==> src/logic/ppif_params.svh <==
// Register offsets, field positions, reset values and timing counts of the port pull and flag block
`ifndef PPIF_PARAMS_SVH
`define PPIF_PARAMS_SVH

// ****************************************
// Register offsets
// ****************************************
`define PPIF_OFF_P0_FLAGS    8'h89
`define PPIF_OFF_P1_FLAGS    8'h8a
`define PPIF_OFF_P2_FLAGS    8'h8b
`define PPIF_OFF_EDGE_SEL    8'h8c
`define PPIF_OFF_P1_IRQ_EN   8'h8d
`define PPIF_OFF_P0_TRI_SEL  8'h8f
`define PPIF_OFF_IRQ_STATUS  8'he0
`define PPIF_OFF_IRQ_MASK    8'he1
`define PPIF_OFF_P2_SETUP    8'hf7

// ****************************************
// Field positions
// ****************************************
`define PPIF_POS_PULL_DIR_P2 7
`define PPIF_POS_PULL_DIR_P1 6
`define PPIF_POS_PULL_DIR_P0 5
`define PPIF_POS_USB_RESUME  7
`define PPIF_POS_P0_UNUSED   6
`define PPIF_POS_EDGE_P0     0
`define PPIF_POS_EDGE_P1     1
`define PPIF_POS_EDGE_P2     2
`define PPIF_POS_EV_P0       0
`define PPIF_POS_EV_P1       1
`define PPIF_POS_EV_P2       2
`define PPIF_POS_EV_RESUME   3

// ****************************************
// Reset values and masks
// ****************************************
`define PPIF_RST_P2_SETUP    8'h00
`define PPIF_RST_FLAGS       8'h00
`define PPIF_RST_EDGE_SEL    3'h0
`define PPIF_RST_P1_IRQ_EN   8'h00
`define PPIF_RST_P0_TRI_SEL  8'h00
`define PPIF_RST_IRQ         4'h0
`define PPIF_MASK_P2_FLAGS   8'h1f
`define PPIF_MASK_P1_PULLED  8'hfc

// ****************************************
// Timing counts
// ****************************************
`define PPIF_SYNC_FILL       2'h3

`endif

==> src/logic/ppif_pkg.sv <==
// Types shared by the port pull and flag block
package ppif_pkg;

	typedef logic [7:0] ppif_byte_t;

	typedef enum logic
	{
		PPIF_EDGE_RISE = 1'b0,
		PPIF_EDGE_FALL = 1'b1
	} ppif_edge_t;

endpackage

==> src/logic/ppif_top.sv <==
// Port pull-direction setup, per-pin pending flags and port interrupt output
`timescale 1ns/1ps

`include "ppif_params.svh"

module ppif_top
	import ppif_pkg::*;
#(
	parameter bit USB_VARIANT = 1'b0
)
(
	// Clock and reset
	input  wire logic       clk_i,
	input  wire logic       rst_i,

	// Register port
	input  wire logic [7:0] addr_i,
	input  wire logic [7:0] wr_data_i,
	input  wire logic       wr_i,
	input  wire logic       rd_i,
	output logic      [7:0] rd_data_o,

	// Pin inputs
	input  wire logic [7:0] port0_pins_i,
	input  wire logic [7:0] port1_pins_i,
	input  wire logic [4:0] port2_pins_i,

	// Neighbouring logic on the same clock
	input  wire logic [7:0] port1_tristate_sel_i,
	input  wire logic       usb_resume_i,
	input  wire logic       usb_suspend_i,

	// Pull resistor controls
	output logic      [7:0] port0_pull_up_o,
	output logic      [7:0] port0_pull_down_o,
	output logic      [7:0] port1_pull_up_o,
	output logic      [7:0] port1_pull_down_o,
	output logic      [4:0] port2_pull_up_o,
	output logic      [4:0] port2_pull_down_o,

	// Interrupt
	output logic            irq_o
);

	// ****************************************
	// Helpers
	// ****************************************

	// A settled edge: second and third stage agree and differ from the last settled level
	function automatic ppif_byte_t edge_hits
	(
		input ppif_byte_t old_lvl,
		input ppif_byte_t s2,
		input ppif_byte_t s3,
		input ppif_edge_t pol
	);
		if (pol == PPIF_EDGE_FALL)
			edge_hits = old_lvl & ~s2 & ~s3;
		else
			edge_hits = ~old_lvl & s2 & s3;
	endfunction

	// Write-zero-to-clear with hardware set taking priority over the clear
	function automatic ppif_byte_t flag_next
	(
		input ppif_byte_t cur,
		input ppif_byte_t set,
		input logic       wr_hit,
		input ppif_byte_t wdata,
		input ppif_byte_t keep
	);
		ppif_byte_t base;
		base = wr_hit ? (cur & wdata) : cur;
		flag_next = (base | set) & keep;
	endfunction

	// ****************************************
	// Registers and decode
	// ****************************************
	ppif_byte_t p2_setup_r;
	logic [2:0] edge_sel_r;
	ppif_byte_t p1_irq_en_r;
	ppif_byte_t p0_tri_sel_r;
	logic [3:0] irq_mask_r;
	logic [3:0] irq_status_r;
	logic [3:0] irq_status_nxt;
	ppif_byte_t p0_flags_r;
	ppif_byte_t p1_flags_r;
	ppif_byte_t p2_flags_r;
	ppif_byte_t rd_data_r;
	logic       irq_r;

	logic       wr_p0_flags;
	logic       wr_p1_flags;
	logic       wr_p2_flags;
	logic       rd_irq_status;
	ppif_byte_t p0_keep;

	assign wr_p0_flags   = wr_i && (addr_i == `PPIF_OFF_P0_FLAGS);
	assign wr_p1_flags   = wr_i && (addr_i == `PPIF_OFF_P1_FLAGS);
	assign wr_p2_flags   = wr_i && (addr_i == `PPIF_OFF_P2_FLAGS);
	assign rd_irq_status = rd_i && (addr_i == `PPIF_OFF_IRQ_STATUS);
	// Bit 6 is unused on the USB variant and stays zero
	assign p0_keep       = USB_VARIANT ? ~(8'h01 << `PPIF_POS_P0_UNUSED) : 8'hff;

	always_ff @(posedge clk_i)
	begin
		if (rst_i)
			p2_setup_r <= `PPIF_RST_P2_SETUP;
		else if (wr_i && (addr_i == `PPIF_OFF_P2_SETUP))
			p2_setup_r <= wr_data_i;
	end

	always_ff @(posedge clk_i)
	begin
		if (rst_i)
			edge_sel_r <= `PPIF_RST_EDGE_SEL;
		else if (wr_i && (addr_i == `PPIF_OFF_EDGE_SEL))
			edge_sel_r <= wr_data_i[2:0];
	end

	always_ff @(posedge clk_i)
	begin
		if (rst_i)
			p1_irq_en_r <= `PPIF_RST_P1_IRQ_EN;
		else if (wr_i && (addr_i == `PPIF_OFF_P1_IRQ_EN))
			p1_irq_en_r <= wr_data_i;
	end

	always_ff @(posedge clk_i)
	begin
		if (rst_i)
			p0_tri_sel_r <= `PPIF_RST_P0_TRI_SEL;
		else if (wr_i && (addr_i == `PPIF_OFF_P0_TRI_SEL))
			p0_tri_sel_r <= wr_data_i;
	end

	always_ff @(posedge clk_i)
	begin
		if (rst_i)
			irq_mask_r <= `PPIF_RST_IRQ;
		else if (wr_i && (addr_i == `PPIF_OFF_IRQ_MASK))
			irq_mask_r <= wr_data_i[3:0];
	end

	// ****************************************
	// Pin synchroniser
	// ****************************************
	// Three stages per pin; a level counts once stages two and three agree,
	// which also rejects a one-cycle glitch reaching the second stage.
	logic [20:0] pins_s1_r;
	logic [20:0] pins_s2_r;
	logic [20:0] pins_s3_r;
	logic [20:0] pins_lvl_r;
	logic [1:0]  fill_r;
	logic        armed;

	assign armed = (fill_r == `PPIF_SYNC_FILL);

	always_ff @(posedge clk_i)
	begin
		if (rst_i)
		begin
			pins_s1_r <= 21'h00_0000;
			pins_s2_r <= 21'h00_0000;
			pins_s3_r <= 21'h00_0000;
		end
		else
		begin
			pins_s1_r <= {port2_pins_i, port1_pins_i, port0_pins_i};
			pins_s2_r <= pins_s1_r;
			pins_s3_r <= pins_s2_r;
		end
	end

	// Until the pipeline holds real samples the settled level follows stage two,
	// so a pin that is high out of reset gives no false rising edge.
	always_ff @(posedge clk_i)
	begin
		if (rst_i)
			fill_r <= 2'h0;
		else if (!armed)
			fill_r <= fill_r + 2'h1;
	end

	always_ff @(posedge clk_i)
	begin
		if (rst_i)
			pins_lvl_r <= 21'h00_0000;
		else if (!armed)
			pins_lvl_r <= pins_s2_r;
		else
			pins_lvl_r <= (pins_s2_r & pins_s3_r) | (pins_lvl_r & (pins_s2_r | pins_s3_r));
	end

	// ****************************************
	// Edge detection and flag sets
	// ****************************************
	ppif_byte_t p0_set;
	ppif_byte_t p1_set;
	ppif_byte_t p2_set;
	ppif_byte_t p0_edges;
	ppif_byte_t p2_edges;
	logic       resume_set;

	assign p0_edges = edge_hits(pins_lvl_r[7:0], pins_s2_r[7:0], pins_s3_r[7:0],
		ppif_edge_t'(edge_sel_r[`PPIF_POS_EDGE_P0]));
	assign p2_edges = edge_hits({3'h0, pins_lvl_r[20:16]}, {3'h0, pins_s2_r[20:16]},
		{3'h0, pins_s3_r[20:16]}, ppif_edge_t'(edge_sel_r[`PPIF_POS_EDGE_P2]));
	assign p1_set   = armed ? edge_hits(pins_lvl_r[15:8], pins_s2_r[15:8], pins_s3_r[15:8],
		ppif_edge_t'(edge_sel_r[`PPIF_POS_EDGE_P1])) : 8'h00;
	assign p2_set   = armed ? (p2_edges & `PPIF_MASK_P2_FLAGS) : 8'h00;

	// On the USB variant pins 7 and 6 give no flag; bit 7 reports resume in suspend
	assign resume_set = USB_VARIANT && usb_resume_i && usb_suspend_i;

	always_comb
	begin
		p0_set = armed ? p0_edges : 8'h00;
		if (USB_VARIANT)
		begin
			p0_set[`PPIF_POS_USB_RESUME] = resume_set;
			p0_set[`PPIF_POS_P0_UNUSED]  = 1'b0;
		end
	end

	// ****************************************
	// Pending flags
	// ****************************************
	always_ff @(posedge clk_i)
	begin
		if (rst_i)
			p0_flags_r <= `PPIF_RST_FLAGS;
		else
			p0_flags_r <= flag_next(p0_flags_r, p0_set, wr_p0_flags, wr_data_i, p0_keep);
	end

	always_ff @(posedge clk_i)
	begin
		if (rst_i)
			p1_flags_r <= `PPIF_RST_FLAGS;
		else
			p1_flags_r <= flag_next(p1_flags_r, p1_set, wr_p1_flags, wr_data_i, 8'hff);
	end

	always_ff @(posedge clk_i)
	begin
		if (rst_i)
			p2_flags_r <= `PPIF_RST_FLAGS;
		else
			p2_flags_r <= flag_next(p2_flags_r, p2_set, wr_p2_flags, wr_data_i, `PPIF_MASK_P2_FLAGS);
	end

	// ****************************************
	// Interrupt status and output
	// ****************************************
	// A new event in the same cycle as the clearing read survives.
	always_comb
	begin
		irq_status_nxt = rd_irq_status ? 4'h0 : irq_status_r;
		irq_status_nxt[`PPIF_POS_EV_P0]     = irq_status_nxt[`PPIF_POS_EV_P0] | (|(p0_set & 8'h7f));
		irq_status_nxt[`PPIF_POS_EV_P1]     = irq_status_nxt[`PPIF_POS_EV_P1] | (|(p1_set & p1_irq_en_r));
		irq_status_nxt[`PPIF_POS_EV_P2]     = irq_status_nxt[`PPIF_POS_EV_P2] | (|p2_set);
		irq_status_nxt[`PPIF_POS_EV_RESUME] = irq_status_nxt[`PPIF_POS_EV_RESUME] | (|(p0_set & 8'h80));
	end

	always_ff @(posedge clk_i)
	begin
		if (rst_i)
			irq_status_r <= `PPIF_RST_IRQ;
		else
			irq_status_r <= irq_status_nxt;
	end

	always_ff @(posedge clk_i)
	begin
		if (rst_i)
			irq_r <= 1'b0;
		else
			irq_r <= |(irq_status_r & irq_mask_r);
	end

	assign irq_o = irq_r;

	// ****************************************
	// Read port
	// ****************************************
	// Unmapped addresses read zero; data stands for exactly one cycle.
	always_ff @(posedge clk_i)
	begin
		if (rst_i || !rd_i)
			rd_data_r <= 8'h00;
		else
		begin
			unique case (addr_i)
				`PPIF_OFF_P0_FLAGS:   rd_data_r <= p0_flags_r;
				`PPIF_OFF_P1_FLAGS:   rd_data_r <= p1_flags_r;
				`PPIF_OFF_P2_FLAGS:   rd_data_r <= p2_flags_r & `PPIF_MASK_P2_FLAGS;
				`PPIF_OFF_EDGE_SEL:   rd_data_r <= {5'h00, edge_sel_r};
				`PPIF_OFF_P1_IRQ_EN:  rd_data_r <= p1_irq_en_r;
				`PPIF_OFF_P0_TRI_SEL: rd_data_r <= p0_tri_sel_r;
				`PPIF_OFF_IRQ_STATUS: rd_data_r <= {4'h0, irq_status_r};
				`PPIF_OFF_IRQ_MASK:   rd_data_r <= {4'h0, irq_mask_r};
				`PPIF_OFF_P2_SETUP:   rd_data_r <= p2_setup_r;
				default:              rd_data_r <= 8'h00;
			endcase
		end
	end

	assign rd_data_o = rd_data_r;

	// ****************************************
	// Pull resistor controls
	// ****************************************
	ppif_byte_t p0_pu_r;
	ppif_byte_t p0_pd_r;
	ppif_byte_t p1_pu_r;
	ppif_byte_t p1_pd_r;
	logic [4:0] p2_pu_r;
	logic [4:0] p2_pd_r;
	ppif_byte_t p0_pulled;
	ppif_byte_t p1_pulled;
	logic [4:0] p2_pulled;
	logic       dir_p0;
	logic       dir_p1;
	logic       dir_p2;

	assign p0_pulled = ~p0_tri_sel_r;
	// Port-1 pins 0 and 1 carry no resistor at all
	assign p1_pulled = ~port1_tristate_sel_i & `PPIF_MASK_P1_PULLED;
	assign p2_pulled = ~p2_setup_r[4:0];
	assign dir_p0    = p2_setup_r[`PPIF_POS_PULL_DIR_P0];
	assign dir_p1    = p2_setup_r[`PPIF_POS_PULL_DIR_P1];
	assign dir_p2    = p2_setup_r[`PPIF_POS_PULL_DIR_P2];

	always_ff @(posedge clk_i)
	begin
		if (rst_i)
		begin
			p0_pu_r <= 8'h00;
			p0_pd_r <= 8'h00;
		end
		else
		begin
			p0_pu_r <= p0_pulled & {8{~dir_p0}};
			p0_pd_r <= p0_pulled & {8{dir_p0}};
		end
	end

	always_ff @(posedge clk_i)
	begin
		if (rst_i)
		begin
			p1_pu_r <= 8'h00;
			p1_pd_r <= 8'h00;
		end
		else
		begin
			p1_pu_r <= p1_pulled & {8{~dir_p1}};
			p1_pd_r <= p1_pulled & {8{dir_p1}};
		end
	end

	always_ff @(posedge clk_i)
	begin
		if (rst_i)
		begin
			p2_pu_r <= 5'h00;
			p2_pd_r <= 5'h00;
		end
		else
		begin
			p2_pu_r <= p2_pulled & {5{~dir_p2}};
			p2_pd_r <= p2_pulled & {5{dir_p2}};
		end
	end

	assign port0_pull_up_o   = p0_pu_r;
	assign port0_pull_down_o = p0_pd_r;
	assign port1_pull_up_o   = p1_pu_r;
	assign port1_pull_down_o = p1_pd_r;
	assign port2_pull_up_o   = p2_pu_r;
	assign port2_pull_down_o = p2_pd_r;

endmodule

==> config.mk <==
export PLATFORM = sky130hd
export DESIGN_NAME = ppif_top
export DESIGN_NICKNAME = d
export VERILOG_FILES = /design/src/logic/ppif_pkg.sv /design/src/logic/ppif_top.sv
export VERILOG_INCLUDE_DIRS = /design/src /design/src/logic
export SDC_FILE = /design/constraint.sdc
export NUM_CORES = 1
export LEC_CHECK = 0
export BUFFER_PORTS_ARGS = -buffer_cell sky130_fd_sc_hd__buf_2
export CAP_MARGIN = 25
export CORE_MARGIN = 8
export CORE_UTILIZATION = 56
export DETAILED_ROUTE_END_ITERATION = 8
export GPL_TIMING_DRIVEN = 0
export PLACE_DENSITY_LB_ADDON = 0.25
export SLEW_MARGIN = 20
export SYNTH_ARGS = -nofsm -noshare
export SYNTH_HDL_FRONTEND = slang
export SYNTH_SLANG_ARGS = --single-unit
==> constraint.sdc <==
create_clock -name clk_i -period 1.8 [get_ports clk_i]
set_input_delay 0.27 -clock clk_i [delete_from_list [all_inputs] [get_ports clk_i]]
set_output_delay 0.27 -clock clk_i [all_outputs]
set_load 0.005 [all_outputs]
==> results.yml, run 1 <==
logic_synthesis:
  synth-seq-area-share_pct: 53.80
  synth_top_area_share_pct: 53.80
  synth-edff-count: 0
  syn-mean-instance-area_um2: 9.291
  synth_area_leaders: "dfxtp_1, nor2b_1, o21ai_0"
  synth_area_leader_cell: "dfxtp_1"
  ys_ff_latch: 189
  ys_types: 53
  netlist_area_um2: 7033
  yosys_most_used_dff: "dfxtp_1"
  yosysWarningCount: 0
  async_flop_share_pct: 0
  synth_cells: 757
clocking:
  cts_max_level: 4
  cts_sinks: 189
  path_clk_slew_ps: 60
  clk_path_buf_depth: 2
  cts_root_buffer: "clkbuf_16"
  clock_latency_ps: 430
  cts_buffers: 17
  cts_tree: "built"
finish:
  final_cell_mix: "dfxtp_1, buf_2, nand2_1, nor2b_1, nor2_1"
  antennaDiodeCount: 0
  utilization_pct: 66.87
  syn2layout_area_growth_pct: 18.52
  nNetsFinal: 927
  mostFrequentLayoutCell: "dfxtp_1"
  fillers: 1058
  instances_no_fill: 1059
  drive_gt1_share_pct: 17.70
pwr:
  cellPowerDensity_nw_per_um2: 998.4
  p_leak_nw: 3.465
  ir_drop_mv: 0.6859
  power_mw: 8.322
critical_path:
  critPathKind: "in -> reg"
  endpoint_kind: "register"
  crit_top_cell: "clkbuf_1"
  critical_path.max_stage_delay_ps: 510
  crit_chain: "buf_2, clkbuf_1, clkbuf_1, clkbuf_1, nor2_1"
  critPathArrivalTime_ps: 1990
  cp_slowest_cell: "clkbuf_1"
  worstPathRequired_ps: 2100
  crit_fanout: 10
  setup.worst_path.start_class: "input port"
global_route:
  grt_max_degree: 17
  grt_first_pass_wirelength_mm: 29.27
  antenna_found_initial: 0
  grt_pass1_vias: 5728
  grt_overflow: 0
  grt_util_all_layers_pct: 23.41
placed_design:
  hpwl_mm: 14.10
  port_buffers: 91
  gp_congestion: 0.9394
  placed_cells_incl_taps: 1023
timing:
  slew_violations: 0
  min_period_over_period_pct: 94.42
  rsz0062_at_grt: "no"
  slew-limit-headroom_pct: 48.13
  fmax_ghz: 0.5884
  period_needed_ps: 1700
  final-hold-violation-count: 0
  worstMarginPinSlew_ps: 778.0
  fin_skew_ps: 5.527
  setup_violations: 0
die:
  die_h_um: 128.1
  ios: 102
  die_x_um: 128.1
  start_util_pct: 56.42
  dieArea_um2: 16400
  core_um2: 12470
  rows: 41
detailed_routing:
  drc: 0
  vias: 5986
  post_drt_via_cell_ratio: 5.653
  drt-total-wl_mm: 19.16
  post_drt_wl_per_cell_um: 18.09
  ant_nets: 0
  drt_iter0_markers: 453
  first_pass_iters: 5
job:
  drv_cap: 0
outcome:
  run_status: "finished, final reports clean"
hold_path:
  hp-class: "in -> reg"
==> stage by stage <==
step	setup TNS [ps]	area (um2)	worst slack, ps	hold WS (ps)
3_5_place_dp	-9799	7715	-517.5	423.4
2_1_floorplan	0	7044	278.6	342.4
3_3_place_gp	-8417	7715	-532.8	416.8
4_1_cts	0	8330	34.29	29.64
5_1_grt	0	8335	13.96	41.91
6_report	0	8335	100.4	41.66
==> worst max-delay path, delay by kind of cell <==
family,cells,cell delay [ps]
buffers and inverters,4,1590
and+or+nand+nor,1,120
==> per-layer routing <==
metal	GRT usage, %	part of all wire, %
met3	5.366	7.8
met2	40.82	48
met4	12.66	3.7
met1	25.95	40
met5	0	0
==> logic make-up (layout without fill, tap and decap cells) <==
family,count (synthesis),in the layout,share of synthesized area (%)
compound gates,182,182,15.50
other cells,1,4,0.05332
flops,189,189,53.80
mux,35,35,5.266
buf+inv,49,176,3.060
simple gates,299,299,22.02
xor+xnor,1,1,0.1246
fa+ha+maj,1,1,0.1779
==> report_power, final <==
part / switching, mW / internal (mW)
logic: 0.313 / 0.190
registers: 0.0642 / 4.29
clock network: 1.51 / 1.96
total: 1.88 / 6.44
==> worst paths after layout <==
| check | cells past startpoint | slack [ps] | to | start |
|---|---|---|---|---|
| worst max-delay path | 5 | 100 | p1_irq_en_r[6]$_SDFFE_PP0P_ | rst_i |
| worst min-delay path | 2 | 40 | pins_s1_r[4]$_SDFF_PP0_ | port0_pins_i[4] |
| worst max register to register | 5 | 120 | irq_status_r[0]$_SDFF_PP0_ | edge_sel_r[0]$_SDFFE_PP0P_ |
| worst min register to register | 1 | 440 | pins_s2_r[17]$_SDFF_PP0_ | pins_s1_r[17]$_SDFF_PP0_ |
==> Yosys cell counts (all sizes together) (3+ instances only) <==
master   instances
o31ai            3
a31oi            6
mux2i           28
clkbuf          34
nand2           75
nor2            71
nor2b           70
a22oi           14
dfxtp          189
buf             12
inv              3
a21oi           53
nor4bb          12
nor3            33
a32o             3
nand3           18
mux2             6
o2bb2ai          4
nand2b           4
a21o            21
o21ai           64
==> area by class of cell <==
type | count | area (um2) | area share [%]
Clock buffer | 20 | 456.7 | 5.479
Tap cell | 172 | 215.2 | 2.582
Multi-Input combinational cell | 522 | 3045 | 36.54
Sequential cell | 189 | 3785 | 45.41
Inverter | 3 | 11.26 | 0.1351
Buffer | 45 | 212.7 | 2.552
Timing Repair Buffer | 97 | 515.5 | 6.184
Clock inverter | 11 | 93.84 | 1.126
==> repair_timing <==
item,in CTS,in global routing
hold buffers,6,0
resized for setup,8,8
setup buffers,0,0
setup endpoints to repair,23,13
endpoints found under the hold margin,9,0
==> state kept, by name, indices dropped and copies added, names as in the netlist, 5 cells and up <==
signal,count
port2_pull_up_o,5
p2_flags_r,5
p0_tri_sel_r,8
pins_s2_r,21
pins_s3_r,21
rd_data_o,8
port0_pull_down_o,8
port2_pull_down_o,5
p2_setup_r,8
port1_pull_down_o,6
pins_s1_r,21
p1_irq_en_r,8
port0_pull_up_o,8
p0_flags_r,8
p1_flags_r,8
port1_pull_up_o,6
pins_lvl_r,21
(Power assumes the default switching activity.)
==> run 2, diff against run 1 <==
BUFFER_PORTS_ARGS = default   (was -buffer_cell sky130_fd_sc_hd__buf_2)
CORE_UTILIZATION = 65   (was 56)
CTS_BUF_LIST = sky130_fd_sc_hd__clkbuf_4   (was default)
DONT_BUFFER_PORTS = 1   (was default)
SLEW_MARGIN = default   (was 20)
==> run 2 against run 1 <==
Against the previous run:
- clock skew up 11 ps
- routed wire length grew 2.9%
- global-route usage up 3.9 points
- fmax is 0.38% lower
- total power shrank 16%
- register-to-register slack got worse by 30 ps
- sequential share of layout area grew 2.9 points
- non-clock buffer count down 62
- highest routed layer unchanged
==> results.yml, run 2 (synthesized netlist as in run 1, its figures left out) <==
timing:
  worstMarginPinSlew_ps: 784.4
  rsz0062_at_grt: "yes"
  slew-limit-headroom_pct: 47.71
  setup_violations: 0
  slew_violations: 0
  fmax_ghz: 0.5861
  min_period_over_period_pct: 94.78
  period_needed_ps: 1706
  fin_skew_ps: 16.31
  final-hold-violation-count: 0
finish:
  nNetsFinal: 865
  multi_input_comb_area_um2: 3049
  fillers: 771
  seqCellArea_um2: 3785
  antennaDiodeCount: 0
  utilization_pct: 73.17
  syn2layout_area_growth_pct: 11.30
  drive_gt1_share_pct: 8.000
  final_cell_mix: "dfxtp_1, nand2_1, nor2b_1, nor2_1, o21ai_0"
  mostFrequentLayoutCell: "dfxtp_1"
critical_path:
  setup.worst_path.start_class: "register"
  crit_top_cell: "clkbuf_2"
  crit_fanout: 10
  cp_num_cells: 5
  critical_path.max_stage_delay_ps: 380
  worst-path-buf-inv: 2
  cp_slowest_cell: "dfxtp_1"
  worstPathRequired_ps: 2310
  reg2reg_depth: 5
  r2r_slack_ps: 90
  critPathKind: "reg -> reg"
  rr_startpoint: "fill_r[0]$_SDFFE_PP0N_"
  endpoint_kind: "register"
  crit_chain: "ha_1, clkbuf_2, clkbuf_2, o21ai_0, a21oi_1"
  worst_r2r_endpoint: "p0_flags_r[7]$_SDFF_PP0_"
  critPathArrivalTime_ps: 2220
  cpLargestDelayFamily: "buffers and inverters"
die:
  start_util_pct: 65.74
  die_h_um: 120.0
  rows: 38
  dieArea_um2: 14400
  core_um2: 10700
  ios: 102
  die_x_um: 120.0
clocking:
  cts_root_buffer: "clkbuf_4"
  cts_buffers: 17
  path_clk_slew_ps: 140
  clk_path_buf_depth: 2
  cts_tree: "built"
  clock_latency_ps: 580
  cts_sinks: 189
  cts_setup_buffers: 0
  cts_max_level: 4
global_route:
  antenna_found_initial: 0
  grt_max_degree: 17
  grt_pass1_vias: 5570
  grt_first_pass_wirelength_mm: 30.53
  grt_util_all_layers_pct: 27.30
  grt_overflow: 0
pwr:
  p_sw_share_pct: 25.81
  power_switching_mw: 1.794
  power_mw: 6.950
  cellPowerDensity_nw_per_um2: 887.9
  p_leak_nw: 3.030
  ir_drop_mv: 0.9174
  p_int_mw: 5.156
  clockPowerShare_pct: 30.3
  comb_power_share_pct: 6.9
  p_seq_share_pct: 62.8
detailed_routing:
  drc: 0
  post_drt_via_cell_ratio: 5.964
  ant_nets: 0
  first_pass_iters: 7
  post_drt_wl_per_cell_um: 20.42
  vias: 5755
  drt_iter0_markers: 455
  drt-total-wl_mm: 19.71
hold_path:
  hp-class: "in -> reg"
  worstHoldStart: "addr_i[1]"
  hold_path_end: "rd_data_o[4]$_SDFF_PP0_"
  min_path_cells: 3
placed_design:
  port_buffers: 0
  hpwl_mm: 13.66
  gp_congestion: 0.9613
outcome:
  run_status: "finished, final reports clean"
job:
  drv_cap: 0
[run 2: changes by cell type in the layout (fill, tap and decap cells not counted), moves of 2 or more]
cell,previous run,this run
clkinv_2,6,4
clkbuf_4,1,17
dlygate4sd3_1,6,35
clkbuf_8,2,0
inv_6,1,4
clkinvlp_4,1,3
clkbuf_16,17,0
buf_2,98,7
[run 2: worst max-delay path by stage]
| stage | start | endpoint |
|---|---|---|
| finish | fill_r[0]$_SDFFE_PP0N_ | p0_flags_r[7]$_SDFF_PP0_ |
| global route | fill_r[0]$_SDFFE_PP0N_ | p0_flags_r[7]$_SDFF_PP0_ |
| CTS | fill_r[0]$_SDFFE_PP0N_ | pins_lvl_r[18]$_SDFF_PP0_ |
| detailed placement | edge_sel_r[0]$_SDFFE_PP0P_ | irq_status_r[0]$_SDFF_PP0_ |
| global placement | edge_sel_r[0]$_SDFFE_PP0P_ | irq_status_r[0]$_SDFF_PP0_ |
| floorplan | addr_i[5] | p2_flags_r[0]$_SDFF_PP0_ |
[run 2: final cells by class]
| cell class | instances | area share [%] |
|---|---|---|
| Multi-Input combinational cell | 522 | 38.95 |
| Buffer | 45 | 2.669 |
| Clock inverter | 14 | 1.535 |
| Timing Repair Buffer | 35 | 4.476 |
| Inverter | 3 | 0.1439 |
| Tap cell | 140 | 2.238 |
| Clock buffer | 17 | 1.630 |
| Sequential cell | 189 | 48.35 |
[run 2: worst register-to-register path: stages (launching register included)]
cell      delay, ps
dfxtp_1         380
ha_1            250
clkbuf_2        290
clkbuf_2        270
o21ai_0         260
a21oi_1         190
[run 2: power groups by stage]
stage	combinational, mW	sequential, mW	clock, mW
floorplan	0.276	4.43	0
CTS	0.470	4.36	2.13
global route	0.516	4.38	2.33
detailed placement	0.376	4.46	0
finish	0.481	4.37	2.10
global placement	0.363	4.45	0
[run 2: stage by stage]
stage                     hold WS (ps)  setup WS (ps)  setup TNS (ps)  cells  cell area [um2]
after global routing             56.03         -24.63          -24.63    965             7828
final                            77.17          93.87               0    965             7828
after detailed placement         344.7         -535.8           -8561    900             7219
after global placement           342.6         -469.2           -6899    900             7219
after CTS                        39.45          13.02               0    965             7820
after floorplan                  342.4          278.6               0    760             7044
[run 2: routing by layer]
layer	track usage (%)	wire length, um	vias up
met4	13.43	701	0
met2	45.76	9634	244
met1	30.85	7825	2728
met3	8.783	1549	49
li1	-	-	2734
met5	0	0	-
[run 2: timing repair]
action,CTS,global route
gates resized for setup,6,8
setup endpoints to repair,23,11
hold buffers,35,0
endpoints found under the hold margin,85,0
